### config.mk
export PLATFORM = sky130hd
export DESIGN_NAME = mefw_param_block
export DESIGN_NICKNAME = d
export VERILOG_FILES = /design/src/core/mefw_pkg.sv /design/src/core/mefw_meta_gate.sv /design/src/core/mefw_param_block.sv /design/src/core/mefw_wm_check.sv
export VERILOG_INCLUDE_DIRS = /design/src /design/src/core
export SDC_FILE = /design/constraint.sdc
export NUM_CORES = 1
export LEC_CHECK = 0
export BUFFER_PORTS_ARGS = -buffer_cell sky130_fd_sc_hd__buf_4
export CORE_AREA = 2 2 228 230
export CTS_CLUSTER_DIAMETER = 60
export DETAILED_ROUTE_END_ITERATION = 12
export DIE_AREA = 0 0 230 232
export GPL_TIMING_DRIVEN = 1
export HOLD_SLACK_MARGIN = 0.08
export REMOVE_ABC_BUFFERS = 1
export SYNTH_ARGS = -nofsm -noshare
export SYNTH_HDL_FRONTEND = slang
export SYNTH_SLANG_ARGS = --single-unit
### constraint.sdc
create_clock -name clk -period 9.07 [get_ports clk]
set_input_delay 1.3605 -clock clk [delete_from_list [all_inputs] [get_ports clk]]
set_output_delay 1.3605 -clock clk [all_outputs]
set_load 0.01 [all_outputs]
### src/core/mefw_cfg.svh
// Constants for the meta-event and FIFO watermark parameter block.
// Assumes inclusion by bare name from design and bench files.
`ifndef MEFW_CFG_SVH
`define MEFW_CFG_SVH

`define MEFW_PID_NWAKE_META   16'h0101
`define MEFW_PID_WAKE_META    16'h0102
`define MEFW_PID_FIFO_CTRL    16'h0103
`define MEFW_PID_FW_VER       16'h0104
`define MEFW_RD_FLAG          16'h1000
`define MEFW_PID_MASK         16'h0FFF
`define MEFW_LEN_META         16'h0008
`define MEFW_LEN_FIFO         16'h0010
`define MEFW_LEN_VER          16'h0014
`define MEFW_HDR_BYTES        6'h04
`define MEFW_SPACER_IDX       5'h13
`define MEFW_OUT_CHANNEL      2'h3
`define MEFW_META_DEFAULT     64'h0000_0000_0000_0000
`define MEFW_WAKE_SIZE        32'h0000_0800
`define MEFW_NWAKE_SIZE       32'h0000_0800
`define MEFW_CUSTOM_VER       16'h0001
`define MEFW_HASH1            48'h0000_0000_0001
`define MEFW_HASH2            48'h0000_0000_0002
`define MEFW_USER_HASH        48'h0000_0000_0003
`define MEFW_OFF_WAKE_WM      6'h04
`define MEFW_OFF_NWAKE_WM     6'h0C

`endif

### src/core/mefw_pkg.sv
// Types for the meta-event and FIFO watermark parameter block.
// Assumes the cfg header supplies every numeric constant.
package mefw_pkg;
    typedef enum logic [3:0] {
        MEFW_IDLE = 4'h1,
        MEFW_HDR  = 4'h2,
        MEFW_BODY = 4'h4,
        MEFW_REPLY = 4'h8
    } mefw_state_t;
endpackage

### src/core/mefw_meta_gate.sv
// Applies one 64-bit meta-event map to a vector of event pulses.
// Assumes event pulses are single-cycle and on the block clock.
`timescale 1ns/1ps
`default_nettype none
`include "mefw_cfg.svh"
module mefw_meta_gate (
    input  wire logic [63:0] map,
    input  wire logic [31:0] evt,
    output logic [31:0]      evt_out,
    output logic             evt_irq
);
    wire logic [31:0] irq_each;
    genvar g;
    generate
        for (g = 0; g < 32; g = g + 1) begin : g_ev
            // Upper bit output enable, lower bit interrupt enable
            if (g == `MEFW_SPACER_IDX) begin : g_sp
                assign evt_out[g]  = evt[g];
                assign irq_each[g] = evt[g] & map[2*g];
            end else begin : g_nm
                assign evt_out[g]  = evt[g] & map[2*g+1];
                assign irq_each[g] = evt[g] & map[2*g];
            end
        end
    endgenerate
    assign evt_irq = |irq_each;
endmodule
`default_nettype wire

### src/core/mefw_param_block.sv
// Parameter block for meta-event maps, FIFO watermarks and version record.
// Assumes a byte stream from the host input channel and a byte sink for output channel 3.
//
// Overview of operation
// - Parameter 0x0101 maps non-wake FIFO events, 0x0102 maps wake FIFO events.
// - Each map is eight writable bytes holding 32 two-bit entries.
// - Output enable forwards the event to FIFO; interrupt enable raises interrupt.
// - Upper entry bit is output enable, lower bit is interrupt enable.
// - Bitmap byte 4 holds events 1-4, lowest bits first, through byte 11.
// - Meta packet: id bytes 0-1, length 8 bytes 2-3, then bitmap.
// - Spacer event 20 always output-enabled yet read back as disabled.
// - Host interrupt asserts when FIFO byte count reaches its watermark.
// - Watermark zero disables watermark interrupts.
// - Watermark above capacity acts as equal to capacity.
// - Low latency sensors and host awake: latency drives interrupts, not watermark.
// - Watermark triggers only with nonzero latencies, or suspended without wake events.
// - FIFO record length 16: wake watermark, wake size, non-wake watermark, size.
// - FIFO sizes are fixed constants, readable, never writable.
// - Version record read-only, length 20, custom version at bytes 4-5.
// - Three six-byte hashes at bytes 6, 12 and 18.
// - Requested record is returned through output channel 3.
`timescale 1ns/1ps
`default_nettype none
`include "mefw_cfg.svh"
module mefw_param_block (
    input  wire logic        clk,
    input  wire logic        rst_b,
    input  wire logic        in_valid,
    input  wire logic [7:0]  in_byte,
    input  wire logic        in_last,
    output logic             out_valid,
    output logic [7:0]       out_byte,
    output logic             out_last,
    output logic [1:0]       out_channel,
    input  wire logic        out_ready,
    input  wire logic [31:0] nwake_evt,
    input  wire logic [31:0] wake_evt,
    output logic [31:0]      nwake_evt_fifo,
    output logic [31:0]      wake_evt_fifo,
    input  wire logic [31:0] wake_level,
    input  wire logic [31:0] nwake_level,
    input  wire logic        host_suspended_flag,
    input  wire logic        all_low_latency,
    input  wire logic        all_nonzero_latency,
    input  wire logic        wake_event_seen,
    output logic             host_irq,
    output logic [31:0]      wake_wm,
    output logic [31:0]      nwake_wm
);
    mefw_pkg::mefw_state_t state_q, state_d;
    logic [63:0] nwake_map_q, wake_map_q;
    logic [31:0] wake_wm_q, nwake_wm_q;
    logic [15:0] cmd_q;
    logic [15:0] len_q;
    logic [5:0]  idx_q;
    logic [63:0] shadow_q;
    logic [7:0]  out_byte_q;
    logic        out_valid_q;
    logic        out_last_q;

    wire logic [15:0] pid;
    wire logic        is_read;
    wire logic        sel_nwake;
    wire logic        sel_wake;
    wire logic        sel_fifo;
    wire logic        sel_ver;
    wire logic [5:0]  body_idx;
    wire logic [15:0] rec_len;
    wire logic [5:0]  rec_end;
    wire logic [7:0]  rd_byte;
    wire logic        hdr_done;
    wire logic        body_done;
    wire logic        wake_hit;
    wire logic        nwake_hit;
    wire logic        wm_gate;
    wire logic        nwake_ev_irq;
    wire logic        wake_ev_irq;
    wire logic        out_fire;
    wire logic [5:0]  next_idx;
    wire logic [5:0]  rd_body;
    wire logic [7:0]  rd_byte_next;

    // Readback copy with the spacer entry forced to zero
    function automatic logic [63:0] mefw_read_map(input logic [63:0] m);
        logic [63:0] r;
        r = m;
        r[2*`MEFW_SPACER_IDX]   = 1'b0;
        r[2*`MEFW_SPACER_IDX+1] = 1'b0;
        return r;
    endfunction

    function automatic logic [7:0] mefw_byte32(input logic [31:0] w, input logic [1:0] b);
        logic [7:0] r;
        r = w[8*b +: 8];
        return r;
    endfunction

    assign pid       = cmd_q & `MEFW_PID_MASK;
    assign is_read   = (cmd_q & `MEFW_RD_FLAG) != 16'h0000;
    assign sel_nwake = (pid == `MEFW_PID_NWAKE_META);
    assign sel_wake  = (pid == `MEFW_PID_WAKE_META);
    assign sel_fifo  = (pid == `MEFW_PID_FIFO_CTRL);
    assign sel_ver   = (pid == `MEFW_PID_FW_VER);
    assign body_idx  = idx_q - `MEFW_HDR_BYTES;
    assign rec_len   = sel_ver ? `MEFW_LEN_VER : (sel_fifo ? `MEFW_LEN_FIFO : `MEFW_LEN_META);
    assign rec_end   = rec_len[5:0] + `MEFW_HDR_BYTES - 6'h01;
    assign hdr_done  = in_valid && (idx_q == `MEFW_HDR_BYTES - 6'h01);
    assign out_fire  = out_valid_q && out_ready;
    assign body_done = out_fire && out_last_q;

    // Record byte at the reply position about to be loaded, header included
    assign rd_body = next_idx - `MEFW_HDR_BYTES;
    logic [7:0] rd_mux;
    always_comb begin
        rd_mux = 8'h00;
        if (next_idx == 6'h00) begin
            rd_mux = pid[7:0];
        end else if (next_idx == 6'h01) begin
            rd_mux = pid[15:8];
        end else if (next_idx == 6'h02) begin
            rd_mux = rec_len[7:0];
        end else if (next_idx == 6'h03) begin
            rd_mux = rec_len[15:8];
        end else if (sel_nwake || sel_wake) begin
            rd_mux = shadow_q[8*rd_body[2:0] +: 8];
        end else if (sel_fifo) begin
            case (rd_body[3:2])
                2'h0: rd_mux = mefw_byte32(wake_wm_q, rd_body[1:0]);
                2'h1: rd_mux = mefw_byte32(`MEFW_WAKE_SIZE, rd_body[1:0]);
                2'h2: rd_mux = mefw_byte32(nwake_wm_q, rd_body[1:0]);
                2'h3: rd_mux = mefw_byte32(`MEFW_NWAKE_SIZE, rd_body[1:0]);
                default: rd_mux = 8'h00;
            endcase
        end else if (sel_ver) begin
            // Custom version then three six-byte hashes
            if (rd_body < 6'h02) begin
                rd_mux = 8'(`MEFW_CUSTOM_VER >> (8*rd_body));
            end else if (rd_body < 6'h08) begin
                rd_mux = 8'(`MEFW_HASH1 >> (8*(rd_body - 6'h02)));
            end else if (rd_body < 6'h0E) begin
                rd_mux = 8'(`MEFW_HASH2 >> (8*(rd_body - 6'h08)));
            end else if (rd_body < 6'h14) begin
                rd_mux = 8'(`MEFW_USER_HASH >> (8*(rd_body - 6'h0E)));
            end
        end
    end
    assign rd_byte = rd_mux;

    always_comb begin
        state_d = state_q;
        case (state_q)
            mefw_pkg::MEFW_IDLE: begin
                if (in_valid) begin
                    state_d = mefw_pkg::MEFW_HDR;
                end
            end
            mefw_pkg::MEFW_HDR: begin
                if (hdr_done) begin
                    state_d = is_read ? mefw_pkg::MEFW_REPLY : mefw_pkg::MEFW_BODY;
                end
                if (in_valid && in_last) begin
                    state_d = mefw_pkg::MEFW_IDLE;
                end
                if (hdr_done && is_read) begin
                    state_d = mefw_pkg::MEFW_REPLY;
                end
            end
            mefw_pkg::MEFW_BODY: begin
                if (in_valid && in_last) begin
                    state_d = mefw_pkg::MEFW_IDLE;
                end
            end
            mefw_pkg::MEFW_REPLY: begin
                if (body_done) begin
                    state_d = mefw_pkg::MEFW_IDLE;
                end
            end
            default: state_d = mefw_pkg::MEFW_IDLE;
        endcase
    end

    always_ff @(posedge clk or negedge rst_b) begin
        if (!rst_b) begin
            state_q <= mefw_pkg::MEFW_IDLE;
        end else begin
            state_q <= state_d;
        end
    end

    // Header capture and byte index
    always_ff @(posedge clk or negedge rst_b) begin
        if (!rst_b) begin
            cmd_q <= 16'h0000;
            len_q <= 16'h0000;
            idx_q <= 6'h00;
        end else if (state_q == mefw_pkg::MEFW_REPLY) begin
            if (out_fire) begin
                idx_q <= out_last_q ? 6'h00 : idx_q + 6'h01;
            end
        end else if (in_valid) begin
            case (idx_q)
                6'h00: cmd_q[7:0]  <= in_byte;
                6'h01: cmd_q[15:8] <= in_byte;
                6'h02: len_q[7:0]  <= in_byte;
                6'h03: len_q[15:8] <= in_byte;
                default: ;
            endcase
            // Reads restart the index for the reply; writes run to the end
            if (in_last || (hdr_done && is_read)) begin
                idx_q <= 6'h00;
            end else if (idx_q != 6'h3F) begin
                idx_q <= idx_q + 6'h01;
            end
        end
    end

    // Meta-map record write lands in a shadow, committed only on a full transfer
    wire logic body_wr;
    assign body_wr = in_valid && (state_q == mefw_pkg::MEFW_BODY);

    always_ff @(posedge clk or negedge rst_b) begin
        if (!rst_b) begin
            shadow_q <= 64'h0000_0000_0000_0000;
        end else if (hdr_done && is_read) begin
            shadow_q <= sel_wake ? mefw_read_map(wake_map_q) : mefw_read_map(nwake_map_q);
        end else if (body_wr && (body_idx < 6'h08)) begin
            shadow_q[8*body_idx[2:0] +: 8] <= in_byte;
        end
    end

    wire logic commit;
    assign commit = body_wr && in_last && (idx_q == rec_end) && (len_q == rec_len);

    always_ff @(posedge clk or negedge rst_b) begin
        if (!rst_b) begin
            nwake_map_q <= `MEFW_META_DEFAULT;
            wake_map_q  <= `MEFW_META_DEFAULT;
        end else if (commit && sel_nwake) begin
            nwake_map_q <= {in_byte, shadow_q[55:0]};
        end else if (commit && sel_wake) begin
            wake_map_q <= {in_byte, shadow_q[55:0]};
        end
    end

    // Only watermark words are writable; size and version bytes are dropped
    always_ff @(posedge clk or negedge rst_b) begin
        if (!rst_b) begin
            wake_wm_q  <= 32'h0000_0000;
            nwake_wm_q <= 32'h0000_0000;
        end else if (body_wr && sel_fifo) begin
            if ({idx_q[5:2], 2'b00} == `MEFW_OFF_WAKE_WM) begin
                wake_wm_q[8*idx_q[1:0] +: 8] <= in_byte;
            end else if ({idx_q[5:2], 2'b00} == `MEFW_OFF_NWAKE_WM) begin
                nwake_wm_q[8*idx_q[1:0] +: 8] <= in_byte;
            end
        end
    end

    always_ff @(posedge clk or negedge rst_b) begin
        if (!rst_b) begin
            out_valid_q <= 1'b0;
            out_byte_q  <= 8'h00;
            out_last_q  <= 1'b0;
        end else if (state_d == mefw_pkg::MEFW_REPLY && (!out_valid_q || out_ready)) begin
            out_valid_q <= !(out_fire && out_last_q);
            out_byte_q  <= rd_byte_next;
            out_last_q  <= next_idx == rec_end;
        end else if (out_fire) begin
            out_valid_q <= 1'b0;
        end
    end

    // Reply entry starts at byte 0, whatever index the header left behind
    assign next_idx     = (state_q != mefw_pkg::MEFW_REPLY) ? 6'h00 :
                          (out_fire ? idx_q + 6'h01 : idx_q);
    assign rd_byte_next = rd_byte;

    assign out_valid   = out_valid_q;
    assign out_byte    = out_byte_q;
    assign out_last    = out_last_q;
    assign out_channel = `MEFW_OUT_CHANNEL;

    mefw_meta_gate u_nwake_gate (
        .map     (nwake_map_q),
        .evt     (nwake_evt),
        .evt_out (nwake_evt_fifo),
        .evt_irq (nwake_ev_irq)
    );
    mefw_meta_gate u_wake_gate (
        .map     (wake_map_q),
        .evt     (wake_evt),
        .evt_out (wake_evt_fifo),
        .evt_irq (wake_ev_irq)
    );
    mefw_wm_check u_wake_wm (
        .watermark (wake_wm_q),
        .capacity  (`MEFW_WAKE_SIZE),
        .level     (wake_level),
        .wm_hit    (wake_hit)
    );
    mefw_wm_check u_nwake_wm (
        .watermark (nwake_wm_q),
        .capacity  (`MEFW_NWAKE_SIZE),
        .level     (nwake_level),
        .wm_hit    (nwake_hit)
    );

    // Latency scheduling owns the interrupt while the host is awake on low latency
    assign wm_gate = !(all_low_latency && !host_suspended_flag) &&
                     (all_nonzero_latency || (host_suspended_flag && !wake_event_seen));

    logic irq_q;
    always_ff @(posedge clk or negedge rst_b) begin
        if (!rst_b) begin
            irq_q <= 1'b0;
        end else begin
            irq_q <= nwake_ev_irq || wake_ev_irq ||
                     (wm_gate && (wake_hit || nwake_hit));
        end
    end
    assign host_irq = irq_q;
    assign wake_wm  = wake_wm_q;
    assign nwake_wm = nwake_wm_q;

    AST_EVT_IRQ: assert property (@(posedge clk) disable iff (!rst_b)
        (wake_ev_irq || nwake_ev_irq) |=> host_irq) else $error("event irq lost");
    AST_SPACER: assert property (@(posedge clk) disable iff (!rst_b)
        wake_evt[`MEFW_SPACER_IDX] |-> wake_evt_fifo[`MEFW_SPACER_IDX])
        else $error("spacer dropped");
    AST_WM_ZERO: assert property (@(posedge clk) disable iff (!rst_b)
        (wake_wm_q == 32'h0) |-> !wake_hit) else $error("zero wm fired");
    AST_WM_CAP: assert property (@(posedge clk) disable iff (!rst_b)
        (nwake_wm_q > `MEFW_NWAKE_SIZE && nwake_level >= `MEFW_NWAKE_SIZE) |-> nwake_hit)
        else $error("cap clamp failed");
    AST_LOWLAT: assert property (@(posedge clk) disable iff (!rst_b)
        (all_low_latency && !host_suspended_flag) |-> !wm_gate)
        else $error("wm active on low latency");
    AST_WM_IRQ: assert property (@(posedge clk) disable iff (!rst_b)
        (wm_gate && nwake_hit) |=> host_irq) else $error("wm irq missing");
    AST_OUT_HOLD: assert property (@(posedge clk) disable iff (!rst_b)
        (out_valid && !out_ready) |=> (out_valid && $stable(out_byte) && $stable(out_last)))
        else $error("reply byte not held");
    AST_RO_SIZE: assert property (@(posedge clk) disable iff (!rst_b)
        (body_wr && sel_fifo && idx_q[5:2] == 4'h2) |=> $stable(wake_wm_q))
        else $error("size write leaked");
endmodule
`default_nettype wire

### src/core/mefw_wm_check.sv
// Watermark comparator for one FIFO.
// Assumes level and watermark come from logic on the same clock.
`timescale 1ns/1ps
`default_nettype none
module mefw_wm_check (
    input  wire logic [31:0] watermark,
    input  wire logic [31:0] capacity,
    input  wire logic [31:0] level,
    output logic             wm_hit
);
    wire logic [31:0] eff_wm;
    // Oversized watermark behaves as capacity
    assign eff_wm = (watermark > capacity) ? capacity : watermark;
    // Zero disables the trigger
    assign wm_hit = (watermark != 32'h0000_0000) && (level >= eff_wm);
endmodule
`default_nettype wire
### After elaboration in Yosys (flattened, before gate mapping)

Cells that the tools add are included.

* add/subtract/negate cells: 10
* order comparisons: 9
* eq/ne operators: 26
* shifts and indexed selects: 12
* muxes and demuxes: 40
* bitwise logic cells: 129
* reduce and logical (&&, ||, !) cells: 52

Operator list (number)
* two-way mux 64 bit: 3
* AND 1 bit: 126
* two-way mux 8 bit: 11
* bitwise mux 32 bit: 2
* bitwise mux 64 bit: 1
* >= comparator 32 bit: 2
* greater-than comparator 32 x 12 -> 1 bit (second input constant): 2
* two-way mux 32 bit: 2
* nonzero test 32 bit: 2
* OR reduction 32 bit: 2
* variable shift 8 x 34 -> 64 bit (first input constant): 1
* indexed part select 32 x 6 -> 8 bit: 2
* indexed part select 64 x 7 -> 8 bit: 1
* indexed part select 8 x 34 -> 64 bit: 1
* >> shifter 2 x 32 -> 8 bit (first input constant): 2
* == test 12 x 9 -> 1 bit (second input constant): 4
* two-way mux 6 bit: 8
* negator 5 -> 34 bit: 1
* negator 6 -> 34 bit: 1
* variable shift 8 x 34 -> 32 bit (first input constant): 1
* indexed part select 8 x 34 -> 32 bit: 1
* indexed part select 32 x 6 -> 8 bit (first input constant): 1
* >> shifter 1 x 32 -> 8 bit (first input constant): 1
* two-way mux 4 bit: 7
* other kinds (38): 93

* flip-flop bits (word level): 306
* bits of input ports: 145

### Logic depth before layout (Yosys ltp)

Gate-level depths: netlist of the first run.

* word-level depth: 17
* mapped depth: 15
* mapped depth without buffers: 14

### Cells and area by module

From an unflattened synthesis of the first run, not the netlist that was laid out.

* cell total of the unflattened synthesis: 2006
* area total of the unflattened synthesis: 20310.7 um^2

Modules (own cells, without submodules)
* mefw_param_block: times used 1, cells each 1420, area an instance 15686.3 um^2
* mefw_wm_check: times used 2, cells each 240, area an instance 1948.1 um^2
* mefw_meta_gate: times used 2, cells each 53, area an instance 364.1 um^2

### Worst setup path before layout of the first run

Ideal clock, no wire load.

* path type: input to register
* from: input out_ready
* to: register out_byte_q[0], in the netlist out_byte[0]
* library setup time: 0.086 ns
* arrival: 4.310 ns
* slack: 4.674 ns
* stages: 14
* cells stage by stage: nand3_1 > xnor2_1 > nor2_1 > inv_1 > clkbuf_1 > ha_1 > xor2_1 > nor2_1 > ha_1 > nand3_1 > or4b_2 > o311ai_0 > a311oi_1 > nor3_1

* longest elaborated chain between the ends: 17
* elaborated cells between the ends (all ways): 46
* those cells by class: add/sub (4); order compare (4); eq/ne (7); shift (8); mux (16); reduce/logical (7)

Ends and longest elaborated chain
* start, declared: RTL line mefw_param_block.sv:35 `input wire logic out_ready,`
* logical AND 1 bit: RTL line mefw_param_block.sv:108 `assign out_fire = out_valid_q && out_ready;`
* two-way mux 6 bit: RTL line mefw_param_block.sv:275 `(out_fire ? idx_q + 6'h01 : idx_q);`
* two-way mux 6 bit: RTL line mefw_param_block.sv:274 `assign next_idx = (state_q != mefw_pkg::MEFW_REPLY) ? 6'h00 :`
* subtractor 6 x 3 -> 6 bit (no line)
* subtractor 6 x 4 -> 7 bit: RTL line mefw_param_block.sv:143 `` rd_mux = 8'(`MEFW_USER_HASH >> (8*(rd_body - 6'h0E))); ``
* >> shifter 2 x 32 -> 8 bit (no line)
* two-way mux 8 bit: RTL line mefw_param_block.sv:142 `end else if (rd_body < 6'h14) begin`
* two-way mux 8 bit: RTL line mefw_param_block.sv:140 `end else if (rd_body < 6'h0E) begin`
* two-way mux 8 bit: RTL line mefw_param_block.sv:138 `end else if (rd_body < 6'h08) begin`
* two-way mux 8 bit: RTL line mefw_param_block.sv:136 `if (rd_body < 6'h02) begin`
* two-way mux 8 bit: RTL line mefw_param_block.sv:134 `end else if (sel_ver) begin`
* two-way mux 8 bit: RTL line mefw_param_block.sv:126 `end else if (sel_fifo) begin`
* two-way mux 8 bit: RTL line mefw_param_block.sv:124 `end else if (sel_nwake || sel_wake) begin`
* two-way mux 8 bit: RTL line mefw_param_block.sv:122 `end else if (next_idx == 6'h03) begin`
* two-way mux 8 bit: RTL line mefw_param_block.sv:120 `end else if (next_idx == 6'h02) begin`
* two-way mux 8 bit: RTL line mefw_param_block.sv:118 `end else if (next_idx == 6'h01) begin`
* two-way mux 8 bit: RTL line mefw_param_block.sv:116 `if (next_idx == 6'h00) begin`
* end signal, assigned: RTL line mefw_param_block.sv:266 `out_byte_q <= rd_byte_next;`
* end, declared: RTL line mefw_param_block.sv:57 `logic [7:0] out_byte_q;`

Parallel ways exist; a longest one is shown, timed or not.
A chain may end at the register's enable or synchronous reset.

### Worst setup path after layout of the first run

* from: register idx_q[0]
* to: register out_byte_q[0], in the netlist out_byte[0]

* longest elaborated chain between the ends: 17
* elaborated cells between the ends (all ways): 49
* those cells by class: add/sub (5); order compare (4); eq/ne (8); shift (8); mux (18); reduce/logical (6)

Ends and longest elaborated chain
* start, declared: RTL line mefw_param_block.sv:55 `logic [5:0] idx_q;`
* start signal, assigned: RTL line mefw_param_block.sv:198 `idx_q <= out_last_q ? 6'h00 : idx_q + 6'h01;`
* start signal, assigned: RTL line mefw_param_block.sv:212 `idx_q <= idx_q + 6'h01;`
* adder 6 x 1 -> 6 bit: RTL line mefw_param_block.sv:275
* two-way mux 6 bit: RTL line mefw_param_block.sv:275
* two-way mux 6 bit: RTL line mefw_param_block.sv:274
* subtractor 6 x 3 -> 6 bit (no line)
* subtractor 6 x 4 -> 7 bit: RTL line mefw_param_block.sv:143
* >> shifter 2 x 32 -> 8 bit (no line)
* two-way mux 8 bit: RTL line mefw_param_block.sv:142
* two-way mux 8 bit: RTL line mefw_param_block.sv:140
* two-way mux 8 bit: RTL line mefw_param_block.sv:138
* two-way mux 8 bit: RTL line mefw_param_block.sv:136
* two-way mux 8 bit: RTL line mefw_param_block.sv:134
* two-way mux 8 bit: RTL line mefw_param_block.sv:126
* two-way mux 8 bit: RTL line mefw_param_block.sv:124
* two-way mux 8 bit: RTL line mefw_param_block.sv:122
* two-way mux 8 bit: RTL line mefw_param_block.sv:120
* two-way mux 8 bit: RTL line mefw_param_block.sv:118
* two-way mux 8 bit: RTL line mefw_param_block.sv:116

Parallel ways exist; a longest one is shown, timed or not.

==> impl_metrics.csv, run 1 <==
group,metric,value,unit
yosys,synth_edf_count,0,
global_route,antenna_found_initial,0,
critical_path,critPathCaptureType,"flip-flop",
clock_tree,clock_latency,0.57,ns
yosys,async_flop_share,100,%
final_layout,fin_util,42.6,%
timing,hold_slack,0.497,ns
placement,place_area,20500,µm²
die,die-area,53400,µm²
global_route,grt_pass1_wl,96.8,mm
timing,slew_violations,0,
clock_tree,htree_levels,2,
critical_path,critPathSlowestCell,"dfrtp_1",
timing,clock.fmax,230,MHz
power,ir_worst_vdd,0.106,mV
final_layout,antenna_cells,0,
clock_tree,cts_sinks,304,
power,internal-power,2.67,mW
clock_tree,cts-root-buf,"clkbuf_16",
final_layout,multi_input_area,9670,µm²
yosys,synth.area.top_cells,"dfrtp_1 (43%), mux2_2 (9.0%), ha_1 (6.1%)",
die,coreArea,50900,µm²
route,drtAntennaViolNets,0,
route,via_per_inst,5.66,
power,power.density,176,nW/µm²
timing,fin_crit,4.36,ns
critical_path,path_common_cell,"ha_1",
yosys,synth_most_common_cell,"dfrtp_1",
global_route,grt.total_usage,24.2,%
clock_tree,cts_resized,0,
critical_path,critical_path_class,"reg2reg",
yosys,ys_types,78,
placement,portBuffers,283,
yosys,syn_avg_cell_area,10.4,µm²
min_path,hold_path_class,"reg2reg",
yosys,synth_top_cell_by_area,"dfrtp_1",
timing,worst_pin_slew,1.12,ns
critical_path,cp.required,9.53,ns
critical_path,crit_path_max_incr_delay,0.69,ns
route,post_drt_wl_per_cell,24.6,µm
timing,finalHoldViolations,0,
yosys,synth_area,17600,µm²
timing,rsz0062_at_grt,"no",
power,pwr-share-seq,44.5,%
critical_path,crit_path_max_fanout,17,
clock_tree,clockBufferDepth,3,
critical_path,worstPathArrival,4.82,ns
status,status,"completed",
placement,gp_congestion,0.901,
yosys,syn_inst,1694,
global_route,first_global_vias,15051,
final_layout,area_growth,23.2,%
clock_tree,clkTransAtPathRegs,0.06,ns
final_layout,seqCellArea,7610,µm²
power,clkPwrFrac,38.7,%
power,switching_share,30.1,%
timing,finalCritPeriodShare,48.0,%
die,die_x,230,µm
clock_tree,post_cts_buffers,0,
yosys,synth_top_area_share,43.1,%
clock_tree,numCtsBuffers,37,
power,leakagePower,10.2,nW
route,drt_first_pass_iters,5,
route,drc,0,
die,io_pins,286,
placement,dp.cells,2631,
route,drt-total-wl,66.2,mm
timing,setup-tns-final,0,ns
timing,post-route-worst-setup-slack,4.71,ns
final_layout,layout.nets,2221,
placement,dp_worst_setup_slack,4.50,ns
run,maxCapViolCount,0,
final_layout,instances_no_fill,2696,
power,comb_power_share,16.9,%
timing,finalClockSkew,0.0341,ns
route,vias,15270,
timing,setup_viol_count_final,0,
yosys,synth_seq_cells,304,
die,die_h,232,µm
critical_path,crit_chain,"ha_1 > nand3_1 > xnor2_1 > nor2_1 > buf_4 > inv_1 > ha_1 > xor2_1 > nor2_1 > ha_1 > nand3_1 > or4b_2 > o311ai_0 > a311oi_1 > nor3_1",
final_layout,drive_above_1_share,28.8,%
yosys,synth_commonest_cells,"dfrtp_1 (303), nand2_1 (206), mux2_2 (140)",
route,first_iter_violations,1407,
yosys,yosysSeqAreaShare,43.2,%
clock_tree,hold_buffers,0,
die,initial_core_util,34.6,%
clock_tree,cts_tree,"built",
power,p_switching,1.15,mW
yosys,synth-main-ff-cell,"dfrtp_1",
yosys,yosys_warnings,0,
global_route,grt_max_degree,180,
power,p_total,3.82,mW
timing,slew_headroom,25.3,%
final_layout,fill_cells,4983,
placement,hpwl,49.0,mm
die,num_rows,83,
final_layout,final_cell_area,21700,µm²
global_route,grt_overflow,0,
critical_path,worstSetupStartpointType,"flip-flop",
[layout by cell type, fill, tap and decap left out, drive strengths merged, types with 4 or more instances in the layout]
master and n:
or3 4, o22ai 51, o21ai 142, o21a 6, and4 4, or2 4
a31oi 13, a22oi 16, a221oi 15, o211ai 6, o22a 6, nor3 34
a22o 8, xor2 4, o31ai 7, a221o 5, dfrtp 303, clkinv 4
nand2b 14, a21oi 64, clkbuf 52, xnor2 6, ha 86, nand4 17
or4 5, nand2 206, a311oi 9, a21o 9, nand3 18, buf 300
nor4 24, mux2 200, nor2b 29, and2 71, conb 42, inv 28
a211oi 10, nor2 64, mux2i 70, o221ai 11
[power by group through the flow]
| stage | Combinational, mW | Clock (mW) | Sequential (mW) |
|---|---|---|---|
| 2_1_floorplan | 0.364 | 0 | 1.63 |
| 3_3_place_gp | 0.625 | 0 | 1.71 |
| 3_5_place_dp | 0.641 | 0 | 1.71 |
| 4_1_cts | 0.644 | 1.50 | 1.69 |
| 5_1_grt | 0.703 | 1.55 | 1.71 |
| 6_report | 0.644 | 1.48 | 1.70 |
[critical path: cells and delay by family, from the launching register on]
kind,cells,cell delay [ns]
simple gates,6,1.30
fa+ha+maj,3,0.94
flops,1,0.69
buf+inv,2,0.62
xor+xnor,2,0.39
compound gates,2,0.29
[sequential cells by signal, indices dropped and copies added, names as in the netlist, 8 cells and up]
signal,cells
nwake_map_q,63
shadow_q,64
cmd_q,13
wake_wm,32
wake_map_q,63
nwake_wm,32
out_byte,8
len_q,16
[final cells by class]
| cell class | instances | area share [%] |
|---|---|---|
| Multi-Input combinational cell | 1323 | 44.6 |
| Sequential cell | 304 | 35.1 |
| Timing Repair Buffer | 300 | 10.5 |
| Clock buffer | 52 | 4.77 |
| Tap cell | 680 | 3.92 |
| Clock inverter | 13 | 0.750 |
| Inverter | 24 | 0.415 |
[cells by family after synthesis]
kind of cell               synth area share [%]
and+or+nand+nor                            14.5
AOI/OAI and AO/OA                          14.5
DFF                                        43.2
muxes                                      18.0
buffers and inverters                      3.03
adders and majority gates                  6.11
xor gates and xnor gates                  0.625
other                                    0.0213
[final timing paths]
| check | startpoint | endpoint | slack, ns | cells past startpoint |
|---|---|---|---|---|
| max | idx_q[0] | out_byte[0] | 4.71 | 15 |
| min | len_q[8] | len_q[8] | 0.50 | 1 |
| max reg2reg | idx_q[0] | out_byte[0] | 4.71 | 15 |
| min reg2reg | len_q[8] | len_q[8] | 0.50 | 1 |
| max in group asynchronous | rst_b | wake_wm[7] | 6.62 | 2 |
| min in group asynchronous | rst_b | nwake_map_q[25] | 0.88 | 1 |
[metal layers]
metal	up-vias	share of wire (%)	GRT usage (%)
li1	6819	-	-
met5	-	0	0
met4	0	3.8	9.27
met1	7753	43	33.1
met2	574	47	38.9
met3	124	5.8	3.36
Power figures use the tool's default switching activity.
==> run 2: changes to the inputs <==
clock period = 3.6 ns   (was 9.07 ns; I/O delays follow)
==> impl_metrics.csv, run 2 (synthesized netlist as in run 1, its figures left out) <==
group,metric,value,unit
critical_path,r2r_setup_slack,0.17,ns
route,post_drt_wl_per_cell,23.9,µm
critical_path,cp.required,4.03,ns
placement,gp_congestion,0.959,
die,num_rows,83,
final_layout,layout_top_registers,"shadow_q: 64 flops, nwake_map_q: 63 flops, wake_map_q: 63 flops",
final_layout,area_growth,27.8,%
final_layout,drive_above_1_share,32.0,%
global_route,grt_overflow,0,
critical_path,crit_path_max_incr_delay,0.57,ns
final_layout,layout.nets,2308,
timing,finalHoldViolations,0,
route,drc,0,
final_layout,fin_util,44.2,%
timing,slew_headroom,28.5,%
global_route,grt_max_degree,102,
power,leakagePower,10.7,nW
die,io_pins,286,
clock_tree,clock_latency,0.57,ns
clock_tree,cts_sinks,304,
power,ir_worst_vdd,0.322,mV
critical_path,r2r_end,"nwake_map_q[23]",
die,die_h,232,µm
timing,setup_viol_count_final,0,
route,drtAntennaViolNets,0,
die,die-area,53400,µm²
route,drt_first_pass_iters,5,
final_layout,final_cell_mix,"buf_4 (373), dfrtp_1 (303), nand2_1 (206)",
clock_tree,clkTransAtPathRegs,0.06,ns
critical_path,r2r-start,"cmd_q[9]",
timing,setup-tns-final,0,ns
critical_path,crit_path_max_fanout,21,
placement,portBuffers,283,
global_route,grt_pass1_wl,98.8,mm
final_layout,largest-register,"shadow_q",
final_layout,antenna_cells,0,
route,drt-total-wl,66.4,mm
die,die_x,230,µm
timing,fin_crit,3.43,ns
placement,place_area,21200,µm²
route,first_iter_violations,1236,
timing,clock.fmax,291,MHz
timing,slew_violations,0,
route,via_per_inst,5.56,
power,power.density,435,nW/µm²
clock_tree,clockBufferDepth,3,
die,initial_core_util,34.6,%
global_route,grt.total_usage,24.5,%
timing,finalCritPeriodShare,95.4,%
timing,worst_pin_slew,1.06,ns
critical_path,path_common_cell,"or4_4",
placement,hpwl,50.0,mm
critical_path,worstSetupStartpointType,"flip-flop",
global_route,antenna_found_initial,0,
critical_path,cp-startpoint,"cmd_q[9]",
critical_path,r2r_cells,9,
critical_path,critical_path_class,"reg2reg",
global_route,first_global_vias,15408,
status,status,"completed",
min_path,hold_path_class,"in2reg",
clock_tree,cts_tree,"built",
clock_tree,numCtsBuffers,39,
run,maxCapViolCount,0,
route,vias,15481,
clock_tree,cts-root-buf,"clkbuf_16",
final_layout,final_cell_area,22500,µm²
clock_tree,htree_levels,2,
final_layout,largest_reg_flops,64,
critical_path,worstPathArrival,3.87,ns
timing,finalClockSkew,0.0296,ns
final_layout,layout_commonest_cell,"buf_4",
critical_path,critPathCaptureType,"flip-flop",
die,coreArea,50900,µm²
critical_path,crit_chain,"or4b_4 > nor4b_4 > mux2i_1 > nor4_1 > a41oi_1 > or4_4 > or4_4 > buf_6 > mux2_4",
critical_path,cp-endpoint,"nwake_map_q[23]",
critical_path,critPathSlowestCell,"or4_4",
[run 2: changes by cell type in the layout (fill, tap and decap cells not counted), moves of 3 or more]
cell and delta:
buf_4 +75, buf_12 +7, clkinvlp_4 -3, clkinv_4 +4
[run 2: worst min-delay path by stage]
| stage | endpoint | cells past startpoint | slack, ns | from |
|---|---|---|---|---|
| after floorplan | cmd_q[0] | 0 | 0.24 | rst_b |
| after global placement | state_q[1] | 1 | 0.48 | state_q[3] |
| after detailed placement | len_q[0] | 1 | 0.49 | len_q[0] |
| after CTS | state_q[0] | 3 | 0.27 | in_valid |
| after global routing | state_q[0] | 3 | 0.28 | in_valid |
| final | state_q[0] | 3 | 0.30 | in_valid |
[run 2: worst max-delay path: cells and delay by family, from the launching register on]
kind / cells / cell delay (ns)
simple gates: 5 / 2.14
mux: 2 / 0.45
compound gates: 1 / 0.10
buf+inv: 1 / 0.23
flops: 1 / 0.39
[run 2: report_power, final]
part	switching, mW	leakage, nW	internal [mW]	total [mW]
registers	0.434	4.12	3.80	4.24
logic	0.933	5.93	0.800	1.73
clock network	1.55	0.609	2.27	3.82
[run 2: per-layer routing]
layer | GRT usage [%] | share of wire, % | wire length (µm) | vias up
met5 | 0 | 0 | 0 | -
met4 | 8.55 | 3.4 | 2230 | 0
met3 | 3.94 | 5.7 | 3770 | 131
met2 | 39.6 | 47 | 31300 | 545
met1 | 33.1 | 44 | 29100 | 7820
li1 | - | - | - | 6985
[run 2: timing repair]
item                                    4_1_cts  5_1_grt
hold buffers                                  1        0
hold endpoints to repair                     53        0
endpoints found under the setup margin        0       56
setup buffers                                 0        1
resized for setup                             0        9
[run 2: layout make-up]
class,count,area [µm²]
clock buffers,53,1080
flip-flops and latches,304,7610
repair buffers,385,3010
multi-input cells,1323,9700
well taps,680,851
clock inverters,13,171
inverters,24,90.1
fillers,4882,28400
[run 2: per-stage QoR]
step                cells  setup WS (ns)  power (mW)  hold slack [ns]
floorplan            1651         -0.931        5.03            0.244
global placement     2714         0.0646        5.94            0.476
detailed placement   2714         0.0490        5.99            0.492
CTS                  2781         0.0502        9.83            0.272
global route         2782        -0.0221        10.2            0.283
finish               2782          0.166        9.79            0.296
